==> src/hdl/ufc_pkg.sv <==
// constants and types for the uart flow control unit
// assumes a single 100 MHz clock and a 32-bit AXI4-Lite register port
package ufc_pkg;

   // ****************************************
   // register map (byte addresses)
   // ****************************************
   localparam int UFC_AW = 8;
   localparam logic [7:0] UFC_EFR_OFS = 8'h00;
   localparam logic [7:0] UFC_FCR_OFS = 8'h04;
   localparam logic [7:0] UFC_AFR_OFS = 8'h08;
   localparam logic [7:0] UFC_FUR_OFS = 8'h0c;
   localparam logic [7:0] UFC_FLR_OFS = 8'h10;
   localparam logic [7:0] UFC_IER_OFS = 8'h14;
   localparam logic [7:0] UFC_XON1_OFS = 8'h18;
   localparam logic [7:0] UFC_XON2_OFS = 8'h1c;
   localparam logic [7:0] UFC_XOFF1_OFS = 8'h20;
   localparam logic [7:0] UFC_XOFF2_OFS = 8'h24;
   localparam logic [7:0] UFC_FSR_OFS = 8'h28;
   localparam logic [7:0] UFC_ISR_OFS = 8'h2c;
   localparam logic [7:0] UFC_MSR_OFS = 8'h30;
   localparam logic [7:0] UFC_RCR_OFS = 8'h34;

   // ****************************************
   // field positions and reset values
   // ****************************************
   localparam int UFC_FCR_EN = 0;
   localparam int UFC_FCR_UP_LSB = 6;
   localparam int UFC_FCR_LO_LSB = 4;
   localparam int UFC_AFR_256 = 0;
   localparam int UFC_IER_XOFF = 5;
   localparam int UFC_IER_RTS = 6;
   localparam int UFC_IER_CTS = 7;
   localparam int UFC_FSR_RTS = 5;
   localparam int UFC_FSR_TXOFF = 4;
   localparam int UFC_FSR_CTS = 1;
   localparam int UFC_FSR_RXOFF = 0;
   localparam int UFC_MSR_CTS = 4;
   localparam logic [7:0] UFC_REG_RST = 8'h00;

   // ****************************************
   // fifo depths and 64-byte mode thresholds
   // ****************************************
   localparam logic [8:0] UFC_DEPTH1 = 9'h001;
   localparam logic [8:0] UFC_DEPTH64 = 9'h040;
   localparam logic [8:0] UFC_DEPTH256 = 9'h100;
   localparam logic [7:0] UFC_UP0 = 8'h08;
   localparam logic [7:0] UFC_UP1 = 8'h10;
   localparam logic [7:0] UFC_UP2 = 8'h38;
   localparam logic [7:0] UFC_UP3 = 8'h3c;
   localparam logic [7:0] UFC_LO0 = 8'h00;
   localparam logic [7:0] UFC_LO1 = 8'h08;
   localparam logic [7:0] UFC_LO2 = 8'h10;
   localparam logic [7:0] UFC_LO3 = 8'h38;

   // ****************************************
   // interrupt codes and bus answers
   // ****************************************
   localparam logic [5:0] UFC_ISR_NONE = 6'h01;
   localparam logic [5:0] UFC_ISR_XOFF = 6'h10;
   localparam logic [5:0] UFC_ISR_MODEM = 6'h20;
   localparam logic [1:0] UFC_RESP_OKAY = 2'h0;
   localparam logic [1:0] UFC_RESP_SLVERR = 2'h2;
   localparam logic [1:0] UFC_MODE_OFF = 2'h0;
   localparam logic [1:0] UFC_MODE_P2 = 2'h1;
   localparam logic [1:0] UFC_MODE_P1 = 2'h2;
   localparam logic [1:0] UFC_MODE_BOTH = 2'h3;

   typedef struct packed {
      logic cts_auto;
      logic rts_auto;
      logic [1:0] spare;
      logic [1:0] tx_mode;
      logic [1:0] rx_mode;
   } ufc_efr_type;

   typedef struct packed {
      logic [7:0] xon1;
      logic [7:0] xon2;
      logic [7:0] xoff1;
      logic [7:0] xoff2;
   } ufc_chars_type;

endpackage

==> src/hdl/ufc_flow_ctrl.sv <==
// flow control unit for one uart channel: auto rts/cts and xon/xoff
// assumes rx_push comes after the first stop bit and the transmitter
// samples tx_allow only at character boundaries
//
// Summary of operation
// auto rts enabled drives rts_n low while the receiver can take data
// rts_n goes high once receive occupancy exceeds the upper threshold
// rts_n stays high until occupancy equals the lower threshold
// 64-byte mode upper threshold from fifo control bits 7:6: 8,16,56,60
// 64-byte mode lower threshold from fifo control bits 5:4: 0,8,16,56
// software keeps programmed upper threshold above lower threshold
// flow status bit 5 mirrors the rts_n level under auto rts
// rts_n rising under auto rts raises an interrupt when enabled
// reading the modem status register clears the rts interrupt
// rts_n rises after the stop bit of the crossing character
// feature bit 7 enables auto cts gating of transmission
// cts_n low sends fifo data, high holds off new characters
// a character already being shifted out always completes
// flow status bit 1 shows cts_n level under auto cts
// cts_n rising raises an interrupt when enabled; modem read clears
// transmit flow control sends xoff when occupancy exceeds upper
// after xoff, xon is sent when occupancy reaches the lower threshold
// receive flow control stops on xoff and resumes on xon
// transmit mode: 00 none, 10 pair one, 01 pair two, 11 both
// receive mode: 00 none, 10 pair one, 01 pair two, 11 sequences
// without flow control a push into a full fifo flags overrun
// fifo enable plus alternate bit selects 256-byte mode, fifo enable alone 64, fifo disabled 1
// a character arriving at a full receive fifo is discarded
// flow status bit 0 shows received xoff state
// occupancy counts every push into and pop from the receive fifo; code ignores pushes when full and pops when empty
// a pending xon/xoff goes out at the next boundary before data
//
// Register access over AXI4-Lite and the placing of the registers are this design's own decisions.
`timescale 1ns/10ps
module ufc_flow_ctrl (
   input wire logic aclk,
   input wire logic aresetn,
   input wire logic [7:0] awaddr,
   input wire logic awvalid,
   output logic awready,
   input wire logic [31:0] wdata,
   input wire logic [3:0] wstrb,
   input wire logic wvalid,
   output logic wready,
   output logic [1:0] bresp,
   output logic bvalid,
   input wire logic bready,
   input wire logic [7:0] araddr,
   input wire logic arvalid,
   output logic arready,
   output logic [31:0] rdata,
   output logic [1:0] rresp,
   output logic rvalid,
   input wire logic rready,
   input wire logic rx_push,
   input wire logic rx_pop,
   input wire logic rx_char_valid,
   input wire logic [7:0] rx_char,
   input wire logic cts_n,
   input wire logic xchar_ready,
   output logic rts_n,
   output logic tx_allow,
   output logic xchar_valid,
   output logic [7:0] xchar_data,
   output logic rx_char_flow,
   output logic rx_discard,
   output logic rx_overrun,
   output logic irq
);

   // ****************************************
   // state
   // ****************************************
   typedef enum logic [1:0] {UFC_R_IDLE, UFC_R_ON1, UFC_R_OFF1} ufc_rx_state_type;
   ufc_pkg::ufc_efr_type enhanced_feature_reg;
   ufc_pkg::ufc_chars_type chars_reg;
   logic [7:0] fifo_control_reg, alternate_function_reg, upper_threshold_reg;
   logic [7:0] lower_threshold_reg, interrupt_enable_reg;
   logic [8:0] rx_count_reg;
   logic rts_n_reg, cts_q_reg, tx_allow_reg, tx_xoff_reg, rx_xoff_reg;
   logic rts_pend_reg, cts_pend_reg, xoff_pend_reg, irq_reg;
   logic xchar_valid_reg, second_reg, second_off_reg;
   logic [7:0] xchar_data_reg;
   logic rx_char_flow_reg, rx_discard_reg, rx_overrun_reg;
   logic wr_rdy_reg, bvalid_reg, arready_reg, rvalid_reg;
   logic [1:0] bresp_reg, rresp_reg;
   logic [31:0] rdata_reg;
   ufc_rx_state_type rx_state_reg;

   // ****************************************
   // decode helpers
   // ****************************************
   function automatic logic [7:0] pick_char(input logic [1:0] mode, input logic off,
                                            input logic second, input ufc_pkg::ufc_chars_type c);
      logic use2;
      use2 = (mode == ufc_pkg::UFC_MODE_P2) || ((mode == ufc_pkg::UFC_MODE_BOTH) && second);
      if (off) begin
         pick_char = use2 ? c.xoff2 : c.xoff1;
      end else begin
         pick_char = use2 ? c.xon2 : c.xon1;
      end
   endfunction

   function automatic logic [7:0] lut4(input logic [1:0] code, input logic [7:0] v0,
                                       input logic [7:0] v1, input logic [7:0] v2, input logic [7:0] v3);
      unique case (code)
         2'h0: lut4 = v0;
         2'h1: lut4 = v1;
         2'h2: lut4 = v2;
         2'h3: lut4 = v3;
      endcase
   endfunction

   logic mode256, fifo_full, push_ok, pop_ok, above_up, at_lo, no_flow, rx_sw, wr_go, rd_go;
   logic [7:0] up_thr, lo_thr, ch;
   logic [8:0] depth;
   assign mode256 = fifo_control_reg[ufc_pkg::UFC_FCR_EN] & alternate_function_reg[ufc_pkg::UFC_AFR_256];
   assign depth = !fifo_control_reg[ufc_pkg::UFC_FCR_EN] ? ufc_pkg::UFC_DEPTH1 :
                  (mode256 ? ufc_pkg::UFC_DEPTH256 : ufc_pkg::UFC_DEPTH64);
   assign up_thr = mode256 ? upper_threshold_reg : lut4(fifo_control_reg[ufc_pkg::UFC_FCR_UP_LSB +: 2],
      ufc_pkg::UFC_UP0, ufc_pkg::UFC_UP1, ufc_pkg::UFC_UP2, ufc_pkg::UFC_UP3);
   assign lo_thr = mode256 ? lower_threshold_reg : lut4(fifo_control_reg[ufc_pkg::UFC_FCR_LO_LSB +: 2],
      ufc_pkg::UFC_LO0, ufc_pkg::UFC_LO1, ufc_pkg::UFC_LO2, ufc_pkg::UFC_LO3);
   assign fifo_full = rx_count_reg >= depth;
   assign push_ok = rx_push & ~fifo_full;
   assign pop_ok = rx_pop & (rx_count_reg != 9'h000);
   assign above_up = rx_count_reg > {1'b0, up_thr};
   assign at_lo = rx_count_reg == {1'b0, lo_thr};
   assign no_flow = ~enhanced_feature_reg.rts_auto & (enhanced_feature_reg.tx_mode == ufc_pkg::UFC_MODE_OFF);
   assign rx_sw = enhanced_feature_reg.rx_mode != ufc_pkg::UFC_MODE_OFF;
   assign wr_go = wr_rdy_reg & awvalid & wvalid;
   assign rd_go = arready_reg & arvalid;
   assign ch = rx_char;

   // ****************************************
   // axi4-lite slave
   // ****************************************
   always_ff @(posedge aclk) begin
      if (!aresetn) begin
         wr_rdy_reg <= 1'b0;
         bvalid_reg <= 1'b0;
         bresp_reg <= ufc_pkg::UFC_RESP_OKAY;
      end else begin
         wr_rdy_reg <= ~wr_rdy_reg & awvalid & wvalid & ~bvalid_reg;
         if (wr_go) begin
            bvalid_reg <= 1'b1;
            bresp_reg <= (awaddr > ufc_pkg::UFC_RCR_OFS || awaddr[1:0] != 2'h0) ?
                         ufc_pkg::UFC_RESP_SLVERR : ufc_pkg::UFC_RESP_OKAY;
         end else if (bready) begin
            bvalid_reg <= 1'b0;
         end
      end
   end

   always_ff @(posedge aclk) begin
      if (!aresetn) begin
         arready_reg <= 1'b0;
         rvalid_reg <= 1'b0;
         rresp_reg <= ufc_pkg::UFC_RESP_OKAY;
         rdata_reg <= 32'h0000_0000;
      end else begin
         arready_reg <= ~arready_reg & arvalid & ~rvalid_reg;
         if (rd_go) begin
            rvalid_reg <= 1'b1;
            rresp_reg <= ufc_pkg::UFC_RESP_OKAY;
            rdata_reg <= 32'h0000_0000;
            unique case (araddr)
               ufc_pkg::UFC_EFR_OFS: rdata_reg[7:0] <= enhanced_feature_reg;
               ufc_pkg::UFC_FCR_OFS: rdata_reg[7:0] <= fifo_control_reg;
               ufc_pkg::UFC_AFR_OFS: rdata_reg[7:0] <= alternate_function_reg;
               ufc_pkg::UFC_FUR_OFS: rdata_reg[7:0] <= up_thr;
               ufc_pkg::UFC_FLR_OFS: rdata_reg[7:0] <= lo_thr;
               ufc_pkg::UFC_IER_OFS: rdata_reg[7:0] <= interrupt_enable_reg;
               ufc_pkg::UFC_XON1_OFS: rdata_reg[7:0] <= chars_reg.xon1;
               ufc_pkg::UFC_XON2_OFS: rdata_reg[7:0] <= chars_reg.xon2;
               ufc_pkg::UFC_XOFF1_OFS: rdata_reg[7:0] <= chars_reg.xoff1;
               ufc_pkg::UFC_XOFF2_OFS: rdata_reg[7:0] <= chars_reg.xoff2;
               ufc_pkg::UFC_FSR_OFS: begin
                  rdata_reg[ufc_pkg::UFC_FSR_RTS] <= enhanced_feature_reg.rts_auto & rts_n_reg;
                  rdata_reg[ufc_pkg::UFC_FSR_TXOFF] <= tx_xoff_reg;
                  rdata_reg[ufc_pkg::UFC_FSR_CTS] <= enhanced_feature_reg.cts_auto & cts_q_reg;
                  rdata_reg[ufc_pkg::UFC_FSR_RXOFF] <= rx_sw & rx_xoff_reg;
               end
               ufc_pkg::UFC_ISR_OFS: rdata_reg[5:0] <= (rts_pend_reg | cts_pend_reg) ? ufc_pkg::UFC_ISR_MODEM :
                  (xoff_pend_reg ? ufc_pkg::UFC_ISR_XOFF : ufc_pkg::UFC_ISR_NONE);
               ufc_pkg::UFC_MSR_OFS: rdata_reg[ufc_pkg::UFC_MSR_CTS] <= ~cts_q_reg;
               ufc_pkg::UFC_RCR_OFS: rdata_reg[8:0] <= rx_count_reg;
               default: rresp_reg <= ufc_pkg::UFC_RESP_SLVERR;
            endcase
         end else if (rready) begin
            rvalid_reg <= 1'b0;
         end
      end
   end

   // ****************************************
   // software registers
   // ****************************************
   always_ff @(posedge aclk) begin
      if (!aresetn) begin
         enhanced_feature_reg <= ufc_pkg::UFC_REG_RST;
         fifo_control_reg <= ufc_pkg::UFC_REG_RST;
         alternate_function_reg <= ufc_pkg::UFC_REG_RST;
         upper_threshold_reg <= ufc_pkg::UFC_REG_RST;
         lower_threshold_reg <= ufc_pkg::UFC_REG_RST;
         interrupt_enable_reg <= ufc_pkg::UFC_REG_RST;
         chars_reg <= {4{ufc_pkg::UFC_REG_RST}};
      end else if (wr_go && wstrb[0]) begin
         unique case (awaddr)
            ufc_pkg::UFC_EFR_OFS: enhanced_feature_reg <= wdata[7:0];
            ufc_pkg::UFC_FCR_OFS: fifo_control_reg <= wdata[7:0];
            ufc_pkg::UFC_AFR_OFS: alternate_function_reg <= wdata[7:0];
            ufc_pkg::UFC_FUR_OFS: upper_threshold_reg <= wdata[7:0];
            ufc_pkg::UFC_FLR_OFS: lower_threshold_reg <= wdata[7:0];
            ufc_pkg::UFC_IER_OFS: interrupt_enable_reg <= wdata[7:0];
            ufc_pkg::UFC_XON1_OFS: chars_reg.xon1 <= wdata[7:0];
            ufc_pkg::UFC_XON2_OFS: chars_reg.xon2 <= wdata[7:0];
            ufc_pkg::UFC_XOFF1_OFS: chars_reg.xoff1 <= wdata[7:0];
            ufc_pkg::UFC_XOFF2_OFS: chars_reg.xoff2 <= wdata[7:0];
            default: ;
         endcase
      end
   end

   // ****************************************
   // receive occupancy and hardware flow
   // ****************************************
   always_ff @(posedge aclk) begin
      if (!aresetn) begin
         rx_count_reg <= 9'h000;
         rx_discard_reg <= 1'b0;
         rx_overrun_reg <= 1'b0;
      end else begin
         rx_count_reg <= rx_count_reg + {8'h00, push_ok} - {8'h00, pop_ok};
         rx_discard_reg <= rx_push & fifo_full;
         rx_overrun_reg <= rx_push & fifo_full & no_flow;
      end
   end

   always_ff @(posedge aclk) begin
      if (!aresetn) begin
         rts_n_reg <= 1'b0;
         cts_q_reg <= 1'b1;
         tx_allow_reg <= 1'b0;
      end else begin
         cts_q_reg <= cts_n;
         if (!enhanced_feature_reg.rts_auto) begin
            rts_n_reg <= 1'b0;
         end else if (above_up) begin
            rts_n_reg <= 1'b1;
         end else if (at_lo) begin
            rts_n_reg <= 1'b0;
         end
         tx_allow_reg <= ~(enhanced_feature_reg.cts_auto & cts_n) & ~(rx_sw & rx_xoff_reg);
      end
   end

   // ****************************************
   // interrupts, cleared by status reads
   // ****************************************
   logic rts_rise, cts_rise, msr_rd, isr_rd, rx_xon_set, rx_xoff_set;
   assign rts_rise = enhanced_feature_reg.rts_auto & ~rts_n_reg & above_up;
   assign cts_rise = cts_n & ~cts_q_reg;
   assign msr_rd = rd_go & (araddr == ufc_pkg::UFC_MSR_OFS);
   assign isr_rd = rd_go & (araddr == ufc_pkg::UFC_ISR_OFS);

   always_ff @(posedge aclk) begin
      if (!aresetn) begin
         rts_pend_reg <= 1'b0;
         cts_pend_reg <= 1'b0;
         xoff_pend_reg <= 1'b0;
         irq_reg <= 1'b0;
      end else begin
         if (rts_rise && interrupt_enable_reg[ufc_pkg::UFC_IER_RTS]) begin
            rts_pend_reg <= 1'b1;
         end else if (msr_rd) begin
            rts_pend_reg <= 1'b0;
         end
         if (cts_rise && enhanced_feature_reg.cts_auto && interrupt_enable_reg[ufc_pkg::UFC_IER_CTS]) begin
            cts_pend_reg <= 1'b1;
         end else if (msr_rd) begin
            cts_pend_reg <= 1'b0;
         end
         if (rx_xoff_set && interrupt_enable_reg[ufc_pkg::UFC_IER_XOFF]) begin
            xoff_pend_reg <= 1'b1;
         end else if (isr_rd || rx_xon_set) begin
            xoff_pend_reg <= 1'b0;
         end
         irq_reg <= rts_pend_reg | cts_pend_reg | xoff_pend_reg;
      end
   end

   // ****************************************
   // receive xon/xoff recognition
   // ****************************************
   logic [1:0] rm;
   assign rm = enhanced_feature_reg.rx_mode;
   always_comb begin
      rx_xon_set = 1'b0;
      rx_xoff_set = 1'b0;
      if (rx_char_valid && rx_sw) begin
         if (rm != ufc_pkg::UFC_MODE_BOTH) begin
            rx_xon_set = ch == pick_char(rm, 1'b0, 1'b0, chars_reg);
            rx_xoff_set = ~rx_xon_set & (ch == pick_char(rm, 1'b1, 1'b0, chars_reg));
         end else if (rx_state_reg == UFC_R_ON1) begin
            rx_xon_set = ch == chars_reg.xon2;
         end else if (rx_state_reg == UFC_R_OFF1) begin
            rx_xoff_set = ch == chars_reg.xoff2;
         end
      end
   end

   always_ff @(posedge aclk) begin
      if (!aresetn) begin
         rx_state_reg <= UFC_R_IDLE;
         rx_xoff_reg <= 1'b0;
         rx_char_flow_reg <= 1'b0;
      end else begin
         rx_char_flow_reg <= rx_xon_set | rx_xoff_set;
         if (!rx_sw || rx_xon_set) begin
            rx_xoff_reg <= 1'b0;
         end else if (rx_xoff_set) begin
            rx_xoff_reg <= 1'b1;
         end
         if (rx_char_valid) begin
            if (rm != ufc_pkg::UFC_MODE_BOTH || rx_xon_set || rx_xoff_set) begin
               rx_state_reg <= UFC_R_IDLE;
            end else if (ch == chars_reg.xon1) begin
               rx_state_reg <= UFC_R_ON1;
            end else if (ch == chars_reg.xoff1) begin
               rx_state_reg <= UFC_R_OFF1;
            end else begin
               rx_state_reg <= UFC_R_IDLE;
            end
         end
      end
   end

   // ****************************************
   // transmit xon/xoff insertion
   // ****************************************
   logic [1:0] tm;
   logic need_off, need_on;
   assign tm = enhanced_feature_reg.tx_mode;
   assign need_off = (tm != ufc_pkg::UFC_MODE_OFF) & ~tx_xoff_reg & above_up;
   assign need_on = (tm != ufc_pkg::UFC_MODE_OFF) & tx_xoff_reg & at_lo;

   always_ff @(posedge aclk) begin
      if (!aresetn) begin
         tx_xoff_reg <= 1'b0;
         xchar_valid_reg <= 1'b0;
         xchar_data_reg <= 8'h00;
         second_reg <= 1'b0;
         second_off_reg <= 1'b0;
      end else if (xchar_valid_reg) begin
         if (xchar_ready) begin
            xchar_valid_reg <= second_reg;
            second_reg <= 1'b0;
            xchar_data_reg <= pick_char(tm, second_off_reg, 1'b1, chars_reg);
         end
      end else if (tm == ufc_pkg::UFC_MODE_OFF) begin
         tx_xoff_reg <= 1'b0;
      end else if (need_off || need_on) begin
         tx_xoff_reg <= need_off;
         xchar_valid_reg <= 1'b1;
         xchar_data_reg <= pick_char(tm, need_off, 1'b0, chars_reg);
         second_reg <= tm == ufc_pkg::UFC_MODE_BOTH;
         second_off_reg <= need_off;
      end
   end

   // ****************************************
   // outputs
   // ****************************************
   assign awready = wr_rdy_reg;
   assign wready = wr_rdy_reg;
   assign bvalid = bvalid_reg;
   assign bresp = bresp_reg;
   assign arready = arready_reg;
   assign rvalid = rvalid_reg;
   assign rresp = rresp_reg;
   assign rdata = rdata_reg;
   assign rts_n = rts_n_reg;
   assign tx_allow = tx_allow_reg;
   assign xchar_valid = xchar_valid_reg;
   assign xchar_data = xchar_data_reg;
   assign rx_char_flow = rx_char_flow_reg;
   assign rx_discard = rx_discard_reg;
   assign rx_overrun = rx_overrun_reg;
   assign irq = irq_reg;
endmodule // ufc_flow_ctrl

==> config.mk <==
export PLATFORM = sky130hd
export DESIGN_NAME = ufc_flow_ctrl
export DESIGN_NICKNAME = d
export VERILOG_FILES = /design/src/hdl/ufc_pkg.sv /design/src/hdl/ufc_flow_ctrl.sv
export SDC_FILE = /design/constraint.sdc
export NUM_CORES = 1
export LEC_CHECK = 0
export BUFFER_PORTS_ARGS = -buffer_cell sky130_fd_sc_hd__buf_2
export CAP_MARGIN = 40
export CORE_MARGIN = 4
export CORE_UTILIZATION = 53
export CTS_BUF_LIST = sky130_fd_sc_hd__clkbuf_4
export CTS_CLUSTER_DIAMETER = 150
export DETAILED_ROUTE_END_ITERATION = 8
export HOLD_SLACK_MARGIN = 0.06
export PLACE_DENSITY = 0.78
export SLEW_MARGIN = 20
export SYNTH_ARGS = -nofsm -noshare
export SYNTH_HDL_FRONTEND = slang
export SYNTH_SLANG_ARGS = --single-unit
==> constraint.sdc <==
create_clock -name aclk -period 3.1 [get_ports aclk]
set_clock_uncertainty 0.1 [all_clocks]
set_input_delay 0.155 -clock aclk [delete_from_list [all_inputs] [get_ports aclk]]
set_output_delay 0.155 -clock aclk [all_outputs]
set_load 0.02 [all_outputs]
### Word-level counts from Yosys, hierarchy flattened

Cells that the tools add are included.

* output and inout bits: 56
* input bits: 72
* register bits after elaboration: 131

* bitwise gates (word level): 47
* mux-type cells: 63
* eq/ne operators: 43
* $add $sub $neg: 2
* reductions and logical operators: 47
* magnitude comparators: 3

Operator list (count)
* $mux 8: 18
* $eq 8x5->1 const B: 8
* $eq 8x6->1 const B: 8
* $pmux 8 s4: 2
* $eq 8x8->1: 6
* $eq 8x4->1 const B: 4
* $and 1x1->1: 29
* $mux 1: 29
* $pmux 2 s13: 1
* $pmux 2 s12: 1
* $reduce_and 2->1: 12
* $pmux 2 s11: 1
* $reduce_bool 2->1: 11
* $mux 9: 2
* $eq 8x3->1 const B: 2
* $logic_not 8->1: 2
* $not 1->1: 15
* $pmux 1 s14: 1
* $reduce_or 14->1: 1
* $pmux 1 s13: 1
* $eq 2x2->1 const B: 6
* $eq 2x1->1 const B: 5
* $mux 2: 5
* $add 9x1->9: 1
* 16 further kinds: 34

### Depth between registers and ports, before layout

* depth in word-level cells: 11
* depth in mapped cells: 18
* mapped depth without buffers: 18

### Worst setup path before layout

Ideal clock, no wire load.

* path type: register to register
* from: register rx_count_reg[4]
* to: register rx_count_reg[8]
* data required time: 2.926 ns
* path buffers: 0
* arrival: 3.149 ns
* path slack: -0.223 ns
* library setup time: 0.074 ns
* cell stages (with the launch flop): 18
* period minus slack after synthesis: 3.323 ns
* path through: dfxtp_1 inv_1 ha_1 a21boi_0 o41ai_1 nand2_1 a21oi_1 nand2_1 ha_1 inv_1 ha_1 fa_1 nor2b_1 o21a_1 o21bai_1 a21oi_1 o21a_1 o21ai_0

* longest elaborated chain between the ends: 5
* elaborated cells between the ends (all ways): 7
* those cells by class: add/sub: 2; order compare: 1; bitwise: 3; reduce/logical: 1

Ends and longest elaborated chain
* start: declaration: line ufc_flow_ctrl.sv:79 `logic [8:0] rx_count_reg;`
* start signal: assignment: line ufc_flow_ctrl.sv:234 `rx_count_reg <= rx_count_reg + {8'h00, push_ok} - {8'h00, pop_ok};`
* $ge 9x9->1: line ufc_flow_ctrl.sv:124 `assign fifo_full = rx_count_reg >= depth;`
* $not 1->1: line ufc_flow_ctrl.sv:125 `assign push_ok = rx_push & ~fifo_full;`
* $and 1x1->1: line ufc_flow_ctrl.sv:125
* $add 9x1->9: line ufc_flow_ctrl.sv:234
* $sub 9x1->9 (*): line ufc_flow_ctrl.sv:234

Every way passes the cells marked *; elsewhere a longest branch is shown, timed or not.
A chain may end at the register's enable or synchronous reset.

### Final worst setup path

* from: register fifo_control_reg[0]
* to: register rx_count_reg[6]

* longest elaborated chain between the ends: 8

Ends and longest elaborated chain
* start: declaration: line ufc_flow_ctrl.sv:77 `logic [7:0] fifo_control_reg, alternate_function_reg, upper_threshold_reg;`
* start signal: assignment: line ufc_flow_ctrl.sv:202 `fifo_control_reg <= ufc_pkg::UFC_REG_RST;`
* start signal: assignment: line ufc_flow_ctrl.sv:211 `ufc_pkg::UFC_FCR_OFS: fifo_control_reg <= wdata[7:0];`
* $and 1x1->1: line ufc_flow_ctrl.sv:117 `assign mode256 = fifo_control_reg[ufc_pkg::UFC_FCR_EN] & alternate_function_reg[ufc_pkg::UFC_AFR_256];`
* $mux 9: line ufc_flow_ctrl.sv:119 `(mode256 ? ufc_pkg::UFC_DEPTH256 : ufc_pkg::UFC_DEPTH64);`
* $mux 9 (*): line ufc_flow_ctrl.sv:118 `assign depth = !fifo_control_reg[ufc_pkg::UFC_FCR_EN] ? ufc_pkg::UFC_DEPTH1 :`
* $ge 9x9->1 (*): line ufc_flow_ctrl.sv:124
* $not 1->1 (*): line ufc_flow_ctrl.sv:125
* $and 1x1->1 (*): line ufc_flow_ctrl.sv:125
* $add 9x1->9 (*): line ufc_flow_ctrl.sv:234
* $sub 9x1->9 (*): line ufc_flow_ctrl.sv:234

Marked as above.

==> reports/qor.txt <==
Crit-path slowest cell: dfxtp_2
synth cell count leaders: dfxtp_1 (129), nor2_1 (105), nand2_1 (96), mux2i_1 (74), a21oi_1 (59)
dominant synthesized flop cell: dfxtp_1
Tcrit/Tclk final: 1.04
worst r2r src: fifo_control_reg[0]
Yosys warning total: 0
layout cells sized above 1: 0.207
Max-Cap Viols: 0
ys async rst share: 0
total grt overflow: 0
Tmin final: 3240 ps
first-pass GRT wire length: 40.2 mm
WP data arrival: 3610 ps
critical path cell sequence: buf_4 > and2_4 > inv_2 > ha_1 > a21oi_2 > nand2_1 > ha_1 > inv_2 > ha_4 > fa_2 > nor2b_4 > o21a_1 > o21bai_1 > a21oi_2 > nor3_1 > nor3_2
DR pass1 iterations: 7
CP Launch Point: fifo_control_reg[0]
RSZ-0062 raised after global routing: yes
final hold violation count: 0
vias in the first global route: 7,255
post-synthesis cell area: 7970 µm²
hold slack: 84.8 ps
Detail Route Antenna Nets: 0
final WL: 25.8 mm
ANT cells: 0
Non-Filler Instances: 1,253
CTS tree: yes
Synth area leader: dfxtp_1
sequential fraction of the synthesis area: 0.324
CP peak stage delay: 350 ps
largest net degree at the start of global routing: 76
Die Y: 131 µm
worst slew pin tran: 674 ps
Port-buffer cells: 75
largest cells by area after synthesis: dfxtp_1 (32%), mux2i_1 (9.3%), nor2_1 (4.9%), nand2_1 (4.5%), ha_1 (4.1%)
clk root buf: clkbuf_4
Initial DRC Count: 953
Area Overhead vs Synth: 16.8%
Post-Synthesis Cells: 939
distinct cell type count after synthesis: 89
Filler Cell Count: 1,273
core area: 14,600 µm²
peak supply drop: 0.297 mV
count leader, synth: dfxtp_1
die width: 131 µm
max-slew violation count: 0
r2r setup slk: -140 ps
worst hold start: rx_char[5]
Hold WC Path Type: in2reg
Critical Path Source Type: flip-flop
routed vias: 7,863
GPL Wtd Cong: 0.992
CTS H-tree lvls: 4
CTS Sinks: 129
die area: 17,100 µm²
P_leak: 3.89 nW
Starting Density: 0.544
Ports: 128
Setup WS post-layout: -135 ps
Clock Pin Slew Worst Setup and Hold Paths: 130 ps
R2R cell count: 16
number of synthesized flops with an enable pin: 0
nets: 1,155
syn_area_per_cell: 8.48 µm²
worst relative slew slack: 0.550
Hold Path Sink: rx_state_reg[1]
Skew-Pair Late Insertion Delay: 590 ps
GRT Util Overall: 0.306
detailed placement HPWL: 18.6 mm
Worst EP required: 3470 ps
Final Setup Violations: 5
worst hold stages: 5
Power Density: 535 nW/µm²
Max Freq: 309 MHz
failing checks: setup timing
maximum buffer depth of the clock tree: 2
status: finished, violations left
initial antenna violation count: 0
CP Max Fanout: 9
Via density: 6.28
area share of the largest cell type after synthesis: 0.324
Worst Setup Path Type: reg2reg
average wire per standard cell: 20.6 µm
#FFs+latches synth: 129
Remaining DRCs: 0
Largest register FFs: 32
number of CTS-inserted buffers: 17
Reg2Reg Capture Point: rx_count_reg[6]
placed cell count: 1,181
crit path capture type: flip-flop
# rows: 44
==> critical path, delay by kind of cell (launching register included) <==
kind,cells,cell delay [ps]
AO/OA/AOI/OAI,4,650
flip-flops,1,350
AND/OR/NAND/NOR,5,650
adder cells (fa/ha/maj),4,1040
buffers and inverters,3,330
==> where the power goes <==
| group | total, mW | switching, mW | internal (mW) | leakage, nW |
|---|---|---|---|---|
| logic | 1.97 | 1.09 | 0.879 | 2.69 |
| clock network | 1.25 | 0.745 | 0.501 | 0.157 |
| registers | 1.77 | 0.0412 | 1.73 | 1.04 |
==> how the worst max path moves through the flow <==
stage	slack [ps]	end	cells past startpoint
after global placement	-90	rx_count_reg[8]	17
after global routing	-310	rx_count_reg[6]	17
final	-140	rx_count_reg[6]	16
after CTS	-150	rx_count_reg[6]	17
after floorplan	-50	rx_count_reg[8]	18
after detailed placement	-230	rx_count_reg[6]	17
==> cells in the final DEF (no fill, tap or decap), drive strengths merged, types with 12 or more instances in the layout <==
cell,n
dfxtp,129
buf,120
nor2,108
nand2,97
mux2i,74
a21oi,59
inv,44
o21ai,35
dlygate4sd3,33
ha,26
conb,25
xnor2,23
nand3,20
nor3,18
o22ai,17
clkbuf,17
xor2,16
nor2b,15
nor4,12
==> routing by layer <==
metal | vias to the layer above | routed length (µm) | track usage
li1 | 3574 | - | -
met1 | 3697 | 10800 | 0.431
met2 | 497 | 11100 | 0.457
met3 | 95 | 3070 | 0.0760
met4 | 0 | 879 | 0.112
met5 | - | 0 | 0
==> through the flow <==
step / TNS (ps) / setup slack [ps] / util / instance area [µm²] / power, mW
floorplan: -83.3 / -47.8 / - / 8090 / 3.04
finish: -304 / -135 / 0.636 / 9310 / 4.98
CTS: -325 / -151 / 0.633 / 9270 / 4.91
global route: -1870 / -307 / 0.636 / 9310 / 5.23
detailed placement: -504 / -232 / 0.584 / 8560 / 3.55
global placement: -164 / -88.7 / 0.584 / 8560 / 3.52
==> cell type report <==
cell class	instances	area, µm²	share of cell area
repair buffers	153	1070	0.115
clock buffers	17	128	0.0137
inverters	36	138	0.0148
multi-input cells	719	4980	0.535
clock inverters	15	170	0.0183
well taps	184	230	0.0247
flip-flops and latches	129	2590	0.278
==> repair_timing <==
action                                  4_1_cts  5_1_grt
endpoints found under the setup margin        3       14
buffers inserted                              4        2
hold buffers                                 33        0
pin swaps                                     7        7
hold endpoints to repair                    120        0
resized for setup                            13        7
==> cell families after synthesis <==
kind of cell | share of synthesized area
XOR/XNOR | 0.0429
AND/OR/NAND/NOR | 0.206
flip-flops | 0.324
buffers and inverters | 0.0726
multiplexers | 0.124
AO/OA/AOI/OAI | 0.186
other | 0.000471
adder cells (fa/ha/maj) | 0.0434
Power figures use the tool's default switching activity.
